`src/adfg_defs.svh`:
```
`ifndef ADFG_DEFS_SVH
`define ADFG_DEFS_SVH
// register addresses within the audio control page
`define ADFG_PAGE_AUDIO 4'h2
`define ADFG_ADDR_FORMAT 6'h00
`define ADFG_ADDR_RSVD 6'h01
`define ADFG_ADDR_GAIN 6'h02
`define ADFG_ADDR_STEP 6'h03
// command word fields
`define ADFG_CMD_RW_BIT 15
`define ADFG_CMD_PG_HI 14
`define ADFG_CMD_PG_LO 11
`define ADFG_CMD_AD_HI 10
`define ADFG_CMD_AD_LO 5
// field positions
`define ADFG_IN_HI 13
`define ADFG_IN_LO 12
`define ADFG_WL_HI 11
`define ADFG_WL_LO 10
`define ADFG_FF_HI 9
`define ADFG_FF_LO 8
`define ADFG_RD_HI 5
`define ADFG_RD_LO 3
`define ADFG_LMUTE_BIT 15
`define ADFG_LVOL_HI 14
`define ADFG_LVOL_LO 8
`define ADFG_RMUTE_BIT 7
`define ADFG_RVOL_HI 6
`define ADFG_RVOL_LO 0
`define ADFG_STEP_LFLAG_BIT 3
`define ADFG_STEP_RFLAG_BIT 2
`define ADFG_STEP_RATE_BIT 1
// reset values and the fixed reserved readback
`define ADFG_FORMAT_RST 16'h0000
`define ADFG_GAIN_RST 16'hFFFF
`define ADFG_RSVD_VAL 16'hFFFF
`define ADFG_VOL_MAX 7'h7F
`endif

```
`src/adfg_pkg.sv`:
```
package adfg_pkg;
	typedef enum logic [1:0] {ADFG_IN_MIC, ADFG_IN_AUX, ADFG_IN_DIFF_A, ADFG_IN_DIFF_B}
		adfg_input_type;
	typedef enum logic [1:0] {ADFG_W16, ADFG_W20, ADFG_W24, ADFG_W32} adfg_width_type;
	typedef enum logic [1:0] {ADFG_FMT_I2S, ADFG_FMT_DSP, ADFG_FMT_RJ, ADFG_FMT_LJ}
		adfg_format_type;
	typedef struct packed {
		logic [1:0] input_select;
		logic [1:0] sample_width_sel;
		logic [1:0] frame_format_sel;
		logic [2:0] playback_rate_div;
	} adfg_format_cfg_type;
	typedef struct packed {
		logic left_mute;
		logic [6:0] left_volume;
		logic right_mute;
		logic [6:0] right_volume;
	} adfg_gain_type;
	typedef enum logic [1:0] {ADFG_CMD, ADFG_DATA, ADFG_DONE} adfg_state_type;
endpackage

```
`src/adfg_regs.sv`:
```
`timescale 1ns/1ps
`include "adfg_defs.svh"
module adfg_regs import adfg_pkg::*; (
	input wire logic clk,
	input wire logic rst,
	input wire logic ctl_sel_n,
	input wire logic ctl_word_valid,
	input wire logic [15:0] ctl_word,
	output logic [15:0] ctl_rdata,
	output logic ctl_rdata_valid,
	input wire logic frame_tick,
	output adfg_format_cfg_type format_cfg,
	output adfg_gain_type gain_cfg,
	output logic [6:0] left_applied,
	output logic [6:0] right_applied,
	output logic left_at_target,
	output logic right_at_target
);
	// host access sequencing
	adfg_state_type state_q;
	logic is_read_q;
	logic [3:0] page_q;
	logic [5:0] addr_q;
	logic hit_audio;
	logic wr_en;
	logic wr_format;
	logic wr_gain;
	logic wr_step;
	logic rd_en;
	logic [15:0] rd_mux;
	// stored settings
	logic [15:0] format_q;
	adfg_gain_type gain_q;
	logic step_rate_q;
	adfg_format_cfg_type format_live_q;
	// soft-step state, index 0 is left and 1 is right
	logic half_q;
	logic step_en;
	logic [6:0] vol_target [2];
	logic [6:0] vol_q [2];
	logic [1:0] at_target;

	// command word then one data word per access; deselect restarts
	always_ff @(posedge clk) begin
		if (rst || ctl_sel_n) begin
			state_q <= ADFG_CMD;
			is_read_q <= 1'b0;
			page_q <= 4'h0;
			addr_q <= 6'h00;
		end else if (ctl_word_valid) begin
			case (state_q)
				ADFG_CMD: begin
					is_read_q <= ctl_word[`ADFG_CMD_RW_BIT];
					page_q <= ctl_word[`ADFG_CMD_PG_HI:`ADFG_CMD_PG_LO];
					addr_q <= ctl_word[`ADFG_CMD_AD_HI:`ADFG_CMD_AD_LO];
					state_q <= ADFG_DATA;
				end
				ADFG_DATA: begin
					state_q <= ADFG_DONE;
				end
				// words after the data word are dropped until deselect
				ADFG_DONE: begin
					state_q <= ADFG_DONE;
				end
				default: begin
					state_q <= ADFG_CMD;
				end
			endcase
		end
	end

	assign hit_audio = (page_q == `ADFG_PAGE_AUDIO);
	// a write lands with the data word; the command word only sets up the access
	assign wr_en = ctl_word_valid && !ctl_sel_n && (state_q == ADFG_DATA) && !is_read_q
		&& hit_audio;
	assign wr_format = wr_en && (addr_q == `ADFG_ADDR_FORMAT);
	assign wr_gain = wr_en && (addr_q == `ADFG_ADDR_GAIN);
	assign wr_step = wr_en && (addr_q == `ADFG_ADDR_STEP);
	// reads of the reserved word and of other pages never change state
	assign rd_en = ctl_word_valid && !ctl_sel_n && (state_q == ADFG_DATA) && is_read_q;

	always_ff @(posedge clk) begin
		if (rst) begin
			format_q <= `ADFG_FORMAT_RST;
		end else if (wr_format) begin
			// reserved bits kept zero so readback cannot mislead
			format_q <= `ADFG_FORMAT_RST;
			format_q[`ADFG_IN_HI:`ADFG_IN_LO] <= ctl_word[`ADFG_IN_HI:`ADFG_IN_LO];
			format_q[`ADFG_WL_HI:`ADFG_WL_LO] <= ctl_word[`ADFG_WL_HI:`ADFG_WL_LO];
			format_q[`ADFG_FF_HI:`ADFG_FF_LO] <= ctl_word[`ADFG_FF_HI:`ADFG_FF_LO];
			format_q[`ADFG_RD_HI:`ADFG_RD_LO] <= ctl_word[`ADFG_RD_HI:`ADFG_RD_LO];
		end
	end

	always_ff @(posedge clk) begin
		if (rst) begin
			// both channels start muted at full attenuation, so power-up is silent
			gain_q <= `ADFG_GAIN_RST;
		end else if (wr_gain) begin
			gain_q.left_mute <= ctl_word[`ADFG_LMUTE_BIT];
			gain_q.left_volume <= ctl_word[`ADFG_LVOL_HI:`ADFG_LVOL_LO];
			gain_q.right_mute <= ctl_word[`ADFG_RMUTE_BIT];
			gain_q.right_volume <= ctl_word[`ADFG_RVOL_HI:`ADFG_RVOL_LO];
		end
	end

	// only the rate bit is writable; the flag bits are read back live
	always_ff @(posedge clk) begin
		if (rst) begin
			step_rate_q <= 1'b0;
		end else if (wr_step) begin
			step_rate_q <= ctl_word[`ADFG_STEP_RATE_BIT];
		end
	end

	// live copy follows the register only on frame_tick and holds between frames
	always_ff @(posedge clk) begin
		if (rst) begin
			// live copy resets with the register so the two agree until the first write
			format_live_q <= '0;
		end else if (frame_tick) begin
			format_live_q.input_select <= format_q[`ADFG_IN_HI:`ADFG_IN_LO];
			format_live_q.sample_width_sel <= format_q[`ADFG_WL_HI:`ADFG_WL_LO];
			format_live_q.frame_format_sel <= format_q[`ADFG_FF_HI:`ADFG_FF_LO];
			format_live_q.playback_rate_div <= format_q[`ADFG_RD_HI:`ADFG_RD_LO];
		end
	end

	assign format_cfg = format_live_q;
	assign gain_cfg = gain_q;

	// one shared phase so both channels step on the same frames
	always_ff @(posedge clk) begin
		if (rst) begin
			half_q <= 1'b0;
		end else if (frame_tick) begin
			half_q <= ~half_q;
		end
	end
	// slow rate steps on every other frame only
	assign step_en = frame_tick && (!step_rate_q || half_q);
	assign vol_target[0] = gain_q.left_volume;
	assign vol_target[1] = gain_q.right_volume;

	// one code per step is half a decibel, small enough not to click
	for (genvar ch = 0; ch < 2; ch++) begin : g_chan
		always_ff @(posedge clk) begin
			if (rst) begin
				vol_q[ch] <= `ADFG_VOL_MAX;
			end else if (step_en) begin
				if (vol_q[ch] < vol_target[ch]) begin
					vol_q[ch] <= vol_q[ch] + 7'h01;
				end else if (vol_q[ch] > vol_target[ch]) begin
					vol_q[ch] <= vol_q[ch] - 7'h01;
				end
			end
		end

		assign at_target[ch] = (vol_q[ch] == vol_target[ch]);
	end

	assign left_applied = vol_q[0];
	assign right_applied = vol_q[1];
	// flags compare against the setting, so a write that changes a channel's setting clears that channel's flag at once
	assign left_at_target = at_target[0];
	assign right_at_target = at_target[1];

	always_comb begin
		rd_mux = 16'h0000;
		case (addr_q)
			`ADFG_ADDR_FORMAT: begin
				rd_mux = format_q;
			end
			`ADFG_ADDR_RSVD: begin
				rd_mux = `ADFG_RSVD_VAL;
			end
			`ADFG_ADDR_GAIN: begin
				rd_mux = gain_q;
			end
			`ADFG_ADDR_STEP: begin
				rd_mux[`ADFG_STEP_LFLAG_BIT] = left_at_target;
				rd_mux[`ADFG_STEP_RFLAG_BIT] = right_at_target;
				rd_mux[`ADFG_STEP_RATE_BIT] = step_rate_q;
			end
			// unmapped audio addresses read zero
			default: rd_mux = 16'h0000;
		endcase
		// other pages belong to blocks outside this one and read all ones
		if (!hit_audio) begin
			rd_mux = `ADFG_RSVD_VAL;
		end
	end

	// read data is latched on the data word and presented the cycle after it
	always_ff @(posedge clk) begin
		if (rst) begin
			ctl_rdata <= 16'h0000;
			ctl_rdata_valid <= 1'b0;
		end else begin
			// valid is a one-cycle pulse right after the data word
			ctl_rdata_valid <= 1'b0;
			// rdata holds until the next read, so a slow host can still fetch it
			if (rd_en) begin
				ctl_rdata <= rd_mux;
				ctl_rdata_valid <= 1'b1;
			end
		end
	end
endmodule

```
`config.mk`:
```
export PLATFORM = sky130hd
export DESIGN_NAME = adfg_regs
export DESIGN_NICKNAME = d
export VERILOG_FILES = /design/src/adfg_pkg.sv /design/src/adfg_regs.sv
export VERILOG_INCLUDE_DIRS = /design/src
export SDC_FILE = /design/constraint.sdc
export NUM_CORES = 1
export LEC_CHECK = 0
export BUFFER_PORTS_ARGS = -buffer_cell sky130_fd_sc_hd__buf_2
export CAP_MARGIN = 20
export CORE_MARGIN = 2
export CORE_UTILIZATION = 56
export DETAILED_ROUTE_END_ITERATION = 16
export PLACE_DENSITY_LB_ADDON = 0.12
export SETUP_SLACK_MARGIN = 0.5
export SLEW_MARGIN = 20
export SYNTH_ARGS = -nofsm -noshare
export SYNTH_HDL_FRONTEND = slang
export SYNTH_SLANG_ARGS = --single-unit
```
`constraint.sdc`:
```
create_clock -name clk -period 4 [get_ports clk]
set_input_delay 0 -clock clk [delete_from_list [all_inputs] [get_ports clk]]
set_output_delay 0 -clock clk [all_outputs]
set_load 0.1 [all_outputs]
```
==> results of run 1 <==
==> sequential cells by signal, summed over array words and instances, names as in the netlist <==
name             flops
ctl_rdata           16
gain_cfg            16
vol_q               14
format_cfg           9
format_q             9
addr_q               6
page_q               4
state_q              2
ctl_rdata_valid      1
half_q               1
is_read_q            1
step_rate_q          1
==> power by group <==
group          leakage, nW  switching [W]  internal, W
Sequential           0.648      0.0000688     0.000871
Clock               0.0888       0.000334     0.000237
Combinational         1.46       0.000521     0.000211
==> through the flow <==
| stage | total power [W] | hold slack (ns) | instances |
|---|---|---|---|
| CTS | 0.00224 | 0.0256 | 664 |
| floorplan | 0.00154 | 0.118 | 479 |
| global route | 0.00233 | 0.0791 | 664 |
| detailed placement | 0.00167 | 0.213 | 631 |
| finish | 0.00224 | 0.0357 | 664 |
| global placement | 0.00165 | 0.202 | 631 |
==> how the worst min path moves through the flow <==
stage / from / end / slack [ns]
after floorplan: ctl_word[1] / gain_cfg[1]$_SDFFE_PP1P_ / 0.12
after global placement: ctl_word[2] / gain_cfg[2]$_SDFFE_PP1P_ / 0.20
after detailed placement: ctl_word[2] / gain_cfg[2]$_SDFFE_PP1P_ / 0.21
after CTS: ctl_sel_n / step_rate_q$_SDFFE_PP0P_ / 0.03
after global routing: ctl_sel_n / step_rate_q$_SDFFE_PP0P_ / 0.08
final: ctl_sel_n / step_rate_q$_SDFFE_PP0P_ / 0.04
==> worst max-delay path: stages (launching register included) <==
cell and delay (ns):
edfxtp_1 0.45, ha_1 0.35, nor2b_1 0.14, o21ai_0 0.20, a21oi_1 0.11, or2_2 0.31, and2_4 0.21, ha_1 0.36
o21a_1 0.18, o31a_1 0.18, o311ai_2 0.13, nor4_1 0.32, a31oi_1 0.07
==> cell usage in the layout (no fill, tap or decap), types with 3 or more instances in the layout <==
cell type	count
a211o_1	13
a211oi_1	5
a21o_1	3
a21oi_1	44
a31oi_1	5
and2_1	3
buf_2	78
clkbuf_8	9
dfxtp_1	60
dfxtp_2	6
dlygate4sd3_1	17
edfxtp_1	14
ha_1	21
ha_4	3
inv_1	24
inv_6	3
mux2i_1	25
nand2_1	72
nand2b_1	3
nand3_1	5
nand3b_1	9
nand4_1	4
nor2_1	53
nor2b_1	3
nor3_1	5
o21ai_0	16
o21bai_1	9
o22ai_1	3
or2_2	5
==> timing repair <==
| action | CTS | global route |
|---|---|---|
| endpoints found under the hold margin | 39 | 0 |
| setup buffers | 0 | 0 |
| hold buffers | 17 | 0 |
==> metal layers <==
metal / vias to the layer above / global-route usage
met1: 1759 / 0.339
met3: 19 / 0.0427
met5: - / 0
met4: 0 / 0.106
li1: 1840 / -
met2: 142 / 0.432
==> final cells by class <==
| class | instances | area, um^2 | area share |
|---|---|---|---|
| repair buffers | 96 | 568 | 0.113 |
| flip-flops and latches | 80 | 1750 | 0.349 |
| well taps | 99 | 124 | 0.0247 |
| inverters | 25 | 93.8 | 0.0187 |
| clock inverters | 7 | 61.3 | 0.0122 |
| multi-input cells | 348 | 2290 | 0.457 |
| clock buffers | 9 | 124 | 0.0247 |
==> kinds of logic (layout without fill, tap and decap cells) <==
logic type	count (synthesis)	after routing	share of synthesized area
AND/OR/NAND/NOR	181	181	0.206
AO/OA/AOI/OAI	114	114	0.176
flip-flops	80	80	0.419
buffers and inverters	51	137	0.0551
multiplexers	26	26	0.0629
adder cells (fa/ha/maj)	25	25	0.0770
XOR/XNOR	2	2	0.00421
==> impl_metrics.json, run 1 <==
{
  "rsz0062_at_grt": "no",
  "end_kind": "flop",
  "antenna_found_initial": 0,
  "wl_met1_um": 4620,
  "endpoint": "vol_q[1][6]$_SDFFCE_PN1P_",
  "synth_edf_count": 14,
  "synthTopCellsByCount": "72 x nand2_1, 66 x dfxtp_1, 55 x nor2_1",
  "clockBufferDepth": 2,
  "wl_met3_um": 685,
  "synthCells": 479,
  "syn-num-nets": 525,
  "diodes": 0,
  "place_area_um2": 4650,
  "r2r_start": "vol_q[1][1]$_SDFFCE_PN1P_",
  "final_layout_size_suffix_gt1_frac": 0.223,
  "irDropWorstVdd_uv": 246,
  "ys.flop_type": "dfxtp_1",
  "viasPerCell": 5.66,
  "die_y_um": 90.2,
  "synth_top_area_frac": 0.318,
  "max-cap-violations": 0,
  "grt_remaining_overflow": 0,
  "skew_ns": 0.0119,
  "drv_slew": 0,
  "io_pins": 79,
  "drc": 0,
  "synth.largest_area_cell": "dfxtp_1",
  "core_area_um2": 7210,
  "fmax_mhz": 305,
  "routedWlPerCell_um": 15.7,
  "portBuffers": 78,
  "crit_type": "flop to flop",
  "syn_area_um2": 4160,
  "worst_skew_pair.late_latency_ns": 0.36,
  "synthTopCellsByArea": "dfxtp_1 32%, edfxtp_1 10%, ha_1 7.2%",
  "worst-r2r-cell-count": 12,
  "p_leak_nw": 2.20,
  "holdCritPathClass": "input port to flop",
  "post-route-util": 0.694,
  "synth_area_per_cell_um2": 8.68,
  "numCtsBuffers": 9,
  "drtIter0Drc": 219,
  "numClockSinks": 80,
  "setup_violations": 0,
  "fin_ws_ns": 0.720,
  "r2r-end": "vol_q[1][6]$_SDFFCE_PN1P_",
  "cts_tree": "built",
  "finalNetCount": 606,
  "dieArea_um2": 8130,
  "area_growth_pct": 20.4,
  "cp.arrival_ns": 3.38,
  "min_path_cells": 4,
  "path_max_fanout": 5,
  "cts_htree_levels": 3,
  "drt_pass1_iterations": 5,
  "postLayoutCellArea_um2": 5010,
  "placementRows": 31,
  "cts.clk_slew.worst_paths_ns": 0.09,
  "ff2ff_setup_slack_ns": 0.72,
  "grtUsageTotal": 0.261,
  "ys_types": 54,
  "cts-root-buf": "clkbuf_8",
  "async_reset_ff_frac": 0,
  "highest_layer": "met4",
  "period_minus_slack_ns": 3.28,
  "tightest_slew_ns": 1.04,
  "vias": 3760,
  "setup_tns_ns": 0,
  "hpwl_um": 7370,
  "start_util": 0.576,
  "powerDensity_nw_per_um2": 448,
  "required_ns": 4.10,
  "antenna_left": 0,
  "ys_seq_area_frac": 0.419,
  "period_share": 0.820,
  "first_global_vias": 3577,
  "ys_ff_latch": 80,
  "outcome": "finished, final reports clean",
  "cp-start-kind": "flop",
  "crit_path_start": "vol_q[1][1]$_SDFFCE_PN1P_",
  "fillers": 614,
  "slew_headroom": 0.307,
  "grt_max_degree": 58,
  "yosysMostFrequentCell": "nand2_1",
  "dp_slack_ns": 0.807,
  "report.final.hold_viol_count": 0,
  "ys_warn_count": 0,
  "chipWidth_um": 90.2,
  "ctsResizeCount": 0,
  "finalWirelength_um": 10400,
  "gp_congestion": 0.827,
  "grt_pass1_wl_um": 17200,
  "dr_wl_met2_um": 4930
}
Power figures use the tool's default switching activity.
==> run 2: changes to the inputs <==
--- a/config.mk
+++ b/config.mk
@@ -6,10 +6,11 @@
 export SDC_FILE = /design/constraint.sdc
 export NUM_CORES = 1
 export LEC_CHECK = 0
+export ABC_AREA = 1
 export BUFFER_PORTS_ARGS = -buffer_cell sky130_fd_sc_hd__buf_2
 export CAP_MARGIN = 20
 export CORE_MARGIN = 2
-export CORE_UTILIZATION = 56
+export CORE_UTILIZATION = 55
 export DETAILED_ROUTE_END_ITERATION = 16
 export PLACE_DENSITY_LB_ADDON = 0.12
 export SETUP_SLACK_MARGIN = 0.5
==> constraint.sdc (replaced) <==
create_clock -name clk -period 3.1 [get_ports clk]
set_input_delay 0 -clock clk [delete_from_list [all_inputs] [get_ports clk]]
set_output_delay 0 -clock clk [all_outputs]
set_load 0.1 [all_outputs]
==> impl_metrics.json, run 2 <==
{
  "outcome": "finished, final reports clean",
  "max-cap-violations": 0,
  "async_reset_ff_frac": 0,
  "synth_edf_count": 14,
  "vias": 4159,
  "ys_ff_latch": 80,
  "r2r_start": "vol_q[1][3]$_SDFFCE_PN1P_",
  "drtIter0Drc": 226,
  "viasPerCell": 5.49,
  "finalNetCount": 700,
  "first_global_vias": 3637,
  "period_share": 0.841,
  "synth.largest_area_cell": "dfxtp_1",
  "portBuffers": 78,
  "antenna_left": 0,
  "drt_pass1_iterations": 7,
  "report.final.hold_viol_count": 0,
  "ys_types": 33,
  "ys_seq_area_frac": 0.424,
  "worst_skew_pair.late_latency_ns": 0.36,
  "postLayoutCellArea_um2": 5240,
  "irDropWorstVdd_uv": 627,
  "syn_area_um2": 4110,
  "use_met1": 0.376,
  "synthTopCellsByArea": "dfxtp_1 32%, nand2_1 12%, edfxtp_1 10%",
  "p_leak_nw": 2.43,
  "fmax_mhz": 384,
  "placementRows": 31,
  "cts_htree_levels": 3,
  "grtUsageTotal": 0.270,
  "cts-root-buf": "clkbuf_8",
  "design_power_total_w": 0.00413,
  "ys_warn_count": 0,
  "slew_headroom": 0.394,
  "end_kind": "flop",
  "area_growth_pct": 27.4,
  "gr-usage-met3": 0.0384,
  "holdCritPathClass": "input port to flop",
  "drc": 0,
  "routedWlPerCell_um": 14.8,
  "synthTopCellsByCount": "129 x nand2_1, 78 x nand3_1, 66 x dfxtp_1",
  "required_ns": 3.19,
  "rsz0062_at_grt": "yes",
  "yosysMostFrequentCell": "nand2_1",
  "cp-start-kind": "flop",
  "final_common_cell": "nand2_1",
  "whs_ns": 0.0651,
  "start_util": 0.566,
  "antenna_found_initial": 0,
  "synth_top_area_frac": 0.322,
  "numClockSinks": 80,
  "gp_congestion": 0.857,
  "skew_ns": 0.0100,
  "use_met2": 0.429,
  "cts_tree": "built",
  "setup_violations": 0,
  "grt_max_degree": 37,
  "syn-num-nets": 597,
  "powerDensity_nw_per_um2": 788,
  "io_pins": 79,
  "ys.flop_type": "dfxtp_1",
  "path_max_fanout": 5,
  "cts.clk_slew.worst_paths_ns": 0.09,
  "tightest_slew_ns": 0.906,
  "hpwl_um": 7790,
  "fillers": 627,
  "core_area_um2": 7250,
  "synthCells": 551,
  "crit_type": "flop to flop",
  "synth_area_per_cell_um2": 7.46,
  "setup_tns_ns": 0,
  "finalWirelength_um": 11200,
  "hp-start": "frame_tick",
  "final_layout_size_suffix_gt1_frac": 0.229,
  "clockBufferDepth": 2,
  "numCtsBuffers": 9,
  "drv_slew": 0,
  "diodes": 0,
  "cp.arrival_ns": 2.70,
  "die_y_um": 90.4,
  "grt_pass1_wl_um": 17800,
  "crit_path_start": "vol_q[1][3]$_SDFFCE_PN1P_",
  "period_minus_slack_ns": 2.61,
  "final_cell_mix": "122 x nand2_1, 78 x nand3_1, 78 x buf_2, 58 x dfxtp_1",
  "grt_remaining_overflow": 0,
  "dieArea_um2": 8180,
  "chipWidth_um": 90.4,
  "place_area_um2": 4670,
  "top_usage_layer": "met2"
}
[run 2: cell types whose count changed after synthesis, moves of 7 or more]
cell      before  now
o21ai_0       16   31
a211o_1       13    0
nand2_1       72  129
o21bai_1       9    0
mux2i_1       25    0
nand3_1        6   78
a21oi_1       44   37
xor2_1         1    9
inv_1         25   53
[run 2: path summary, 6_finish.rpt]
| path | slack (ns) | cells past startpoint | end |
|---|---|---|---|
| worst max-delay path | 0.49 | 15 | vol_q[1][6]$_SDFFCE_PN1P_ |
| worst max register to register | 0.49 | 15 | vol_q[1][6]$_SDFFCE_PN1P_ |
| worst min register to register | 0.45 | 2 | addr_q[3]$_SDFFE_PP0P_ |
| worst min-delay path | 0.07 | 3 | format_cfg[8]$_SDFFE_PP0P_ |
[run 2: cell families after synthesis]
kind of cell | after synthesis | share of synthesized area
flops | 80 | 0.424
fa+ha+maj | 25 | 0.0780
buf+inv | 77 | 0.0786
xor+xnor | 10 | 0.0213
simple gates | 276 | 0.291
compound gates | 83 | 0.107
[run 2: metrics by stage]
step / setup WS, ns / util / instances
2_1_floorplan: 0.0182 / - / 551
6_report: 0.493 / 0.722 / 758
5_1_grt: 0.373 / 0.722 / 758
3_3_place_gp: 0.663 / 0.643 / 712
4_1_cts: 0.516 / 0.697 / 745
3_5_place_dp: 0.526 / 0.643 / 712
[run 2: final cells by class]
cell class	count	area, um^2	share of cell area
multi-input combinational	394	2220	0.424
sequential	80	1750	0.335
timing repair buffer	113	708	0.135
inverter	56	214	0.0409
clock buffer	13	170	0.0325
tap	99	124	0.0237
clock inverter	3	47.5	0.00908
[run 2: timing repair]
action,CTS,global route
buffers inserted,0,13
setup endpoints to repair,0,8
hold buffers,17,0
endpoints found under the hold margin,35,0
gates resized for setup,0,9
[run 2: critical path, stage by stage, from the launching register on]
cell      delay (ns)
edfxtp_1        0.46
ha_1            0.33
nand2_1         0.09
nor2_2          0.14
nand2_2         0.10
a21oi_4         0.17
buf_4           0.18
ha_4            0.22
nand2_1         0.08
inv_1           0.06
nand2_1         0.11
nand3_1         0.11
nand2_1         0.10
nand2_1         0.06
nand2_1         0.06
nand3_1         0.08
[run 2: metal layers]
metal | vias to the layer above | wire length [um]
met4 | 0 | 254
li1 | 2039 | -
met3 | 25 | 705
met5 | - | 0
met2 | 168 | 5200
met1 | 1927 | 5040
[run 2: report_power, final]
group          switching, W  internal, W  leakage [nW]  total, W
sequential         0.000113      0.00118         0.650   0.00130
combinational       0.00144     0.000566          1.67   0.00201
clock              0.000377     0.000447         0.109  0.000824
total               0.00193      0.00220          2.43   0.00413
==> run 3: changes to the inputs <==
--- a/config.mk
+++ b/config.mk
@@ -10,7 +10,7 @@
 export BUFFER_PORTS_ARGS = -buffer_cell sky130_fd_sc_hd__buf_2
 export CAP_MARGIN = 20
 export CORE_MARGIN = 2
-export CORE_UTILIZATION = 55
+export CORE_UTILIZATION = 50
 export DETAILED_ROUTE_END_ITERATION = 16
 export PLACE_DENSITY_LB_ADDON = 0.12
 export SETUP_SLACK_MARGIN = 0.5
==> constraint.sdc (replaced) <==
create_clock -name clk -period 2.1 [get_ports clk]
set_input_delay 0 -clock clk [delete_from_list [all_inputs] [get_ports clk]]
set_output_delay 0 -clock clk [all_outputs]
set_load 0.1 [all_outputs]
==> impl_metrics.json, run 3 (synthesis gave the netlist of run 2 again) <==
{
  "outcome": "complete, but fails checks",
  "violations": "setup timing",
  "crit_type": "flop to flop",
  "dp.cells": 767,
  "fin_ws_ns": -0.351,
  "clockBufferDepth": 2,
  "drv_slew": 0,
  "tightest_slew_ns": 0.642,
  "final_cell_mix": "100 x nand2_1, 77 x buf_2, 70 x nand3_1, 64 x buf_4, 57 x dfxtp_1",
  "irDropWorstVdd_uv": 1180,
  "antenna_left": 0,
  "skew_ns": 0.0121,
  "cpPeakStageDelay_ns": 0.44,
  "report.final.hold_viol_count": 0,
  "crit_path_start": "vol_q[1][4]$_SDFFCE_PN1P_",
  "r2r_start": "vol_q[1][4]$_SDFFCE_PN1P_",
  "cts_tree": "built",
  "fmax_mhz": 408,
  "finalWirelength_um": 12800,
  "rsz0062_at_grt": "yes",
  "post-route-util": 0.757,
  "numCtsBuffers": 9,
  "core_area_um2": 8090,
  "grt_remaining_overflow": 0,
  "drt_pass1_iterations": 5,
  "io_pins": 79,
  "max-cap-violations": 0,
  "cts_htree_levels": 3,
  "slew_headroom": 0.570,
  "vias": 4407,
  "design_power_total_w": 0.00706,
  "grt_pass1_wl_um": 19900,
  "fillers": 609,
  "worst_path_most_repeated_cell": "nand2_4",
  "gp_congestion": 0.890,
  "hpwl_um": 8640,
  "required_ns": 2.21,
  "dp_slack_ns": -0.368,
  "final_common_cell": "nand2_1",
  "path_max_fanout": 4,
  "holdCritPathClass": "input port to flop",
  "start_util": 0.508,
  "worst_skew_pair.late_latency_ns": 0.36,
  "setup_violations": 13,
  "first_global_vias": 4204,
  "critical_path.slowest_cell": "edfxtp_1",
  "finalNonFillerCells": 826,
  "postLayoutCellArea_um2": 6120,
  "cts-root-buf": "clkbuf_8",
  "path_cells": "ha_4 > nand2_4 > nor2_4 > nand2_2 > nand2_4 > a21oi_4 > buf_6 > buf_4 > ha_1 > a21o_1 > a31oi_2 > xor2_1 > nand2_1",
  "routedWlPerCell_um": 15.4,
  "cp-start-kind": "flop",
  "grt_max_degree": 37,
  "finalNetCount": 762,
  "drtIter0Drc": 282,
  "period_minus_slack_ns": 2.45,
  "chipWidth_um": 94.7,
  "die_y_um": 94.7,
  "powerDensity_nw_per_um2": 1150,
  "diodes": 0,
  "grtUsageTotal": 0.286,
  "p_leak_nw": 2.77,
  "dieArea_um2": 8960,
  "area_growth_pct": 49.0,
  "crit_family": "adder cells",
  "antenna_found_initial": 0,
  "placementRows": 33,
  "cp.arrival_ns": 2.56,
  "period_share": 1.17,
  "end_kind": "flop",
  "portBuffers": 78,
  "hp-start": "ctl_sel_n",
  "final_layout_size_suffix_gt1_frac": 0.377,
  "viasPerCell": 5.34,
  "place_area_um2": 5070,
  "numClockSinks": 80,
  "path_buf_inv": 2,
  "drc": 0,
  "cts.clk_slew.worst_paths_ns": 0.09
}
[run 3: changes by cell type in the layout (fill, tap and decap cells not counted), moves of 9 or more]
cell,change
nand2_2,+12
buf_6,+13
nand2_4,+9
inv_1,-9
buf_4,+47
nand2_1,-22
[run 3: final timing paths]
check	cells past startpoint	slack, ns	to
max	13	-0.35	vol_q[1][3]$_SDFFCE_PN1P_
min	4	0.07	page_q[0]$_SDFFE_PP0P_
max reg2reg	13	-0.35	vol_q[1][3]$_SDFFCE_PN1P_
min reg2reg	2	0.45	addr_q[3]$_SDFFE_PP0P_
[run 3: area by class of cell]
type / count / area (um^2) / area share
Timing Repair Buffer: 175 / 1260 / 0.206
Multi-Input combinational cell: 394 / 2560 / 0.418
Sequential cell: 80 / 1760 / 0.287
Tap cell: 105 / 131 / 0.0215
Clock inverter: 3 / 21.3 / 0.00347
Clock buffer: 13 / 170 / 0.0278
Inverter: 56 / 221 / 0.0362
[run 3: metal layers]
layer / wire [um] / vias up / global-route usage
li1: - / 2154 / -
met1: 5590 / 2079 / 0.367
met2: 6290 / 146 / 0.489
met3: 639 / 28 / 0.0527
met4: 238 / 0 / 0.0894
met5: 0 / - / 0
[run 3: timing repair]
action	in CTS	in global routing
buffers inserted	15	10
gates resized for setup	64	42
hold endpoints to repair	36	0
hold buffers	17	0
pin swaps	30	39
endpoints found under the setup margin	52	75
cloned	0	1
[run 3: where the power goes]
part / internal, W / total [W] / switching, W
clock: 0.000539 / 0.00112 / 0.000579
sequential: 0.00174 / 0.00186 / 0.000111
combinational: 0.00150 / 0.00409 / 0.00258
total: 0.00379 / 0.00706 / 0.00327
[run 3: worst min-delay path: stages]
cell	delay (ns)
buf_2	0.09
nor2_1	0.14
o21ai_0	0.12
nor2_1	0.04
[run 3: per-stage QoR]
step	setup TNS (ns)	hold WS, ns
2_1_floorplan	-20.48	0.139
3_3_place_gp	-0.981	0.257
3_5_place_dp	-1.43	0.261
4_1_cts	-0.861	0.0564
5_1_grt	-2.84	0.104
6_report	-1.61	0.0698
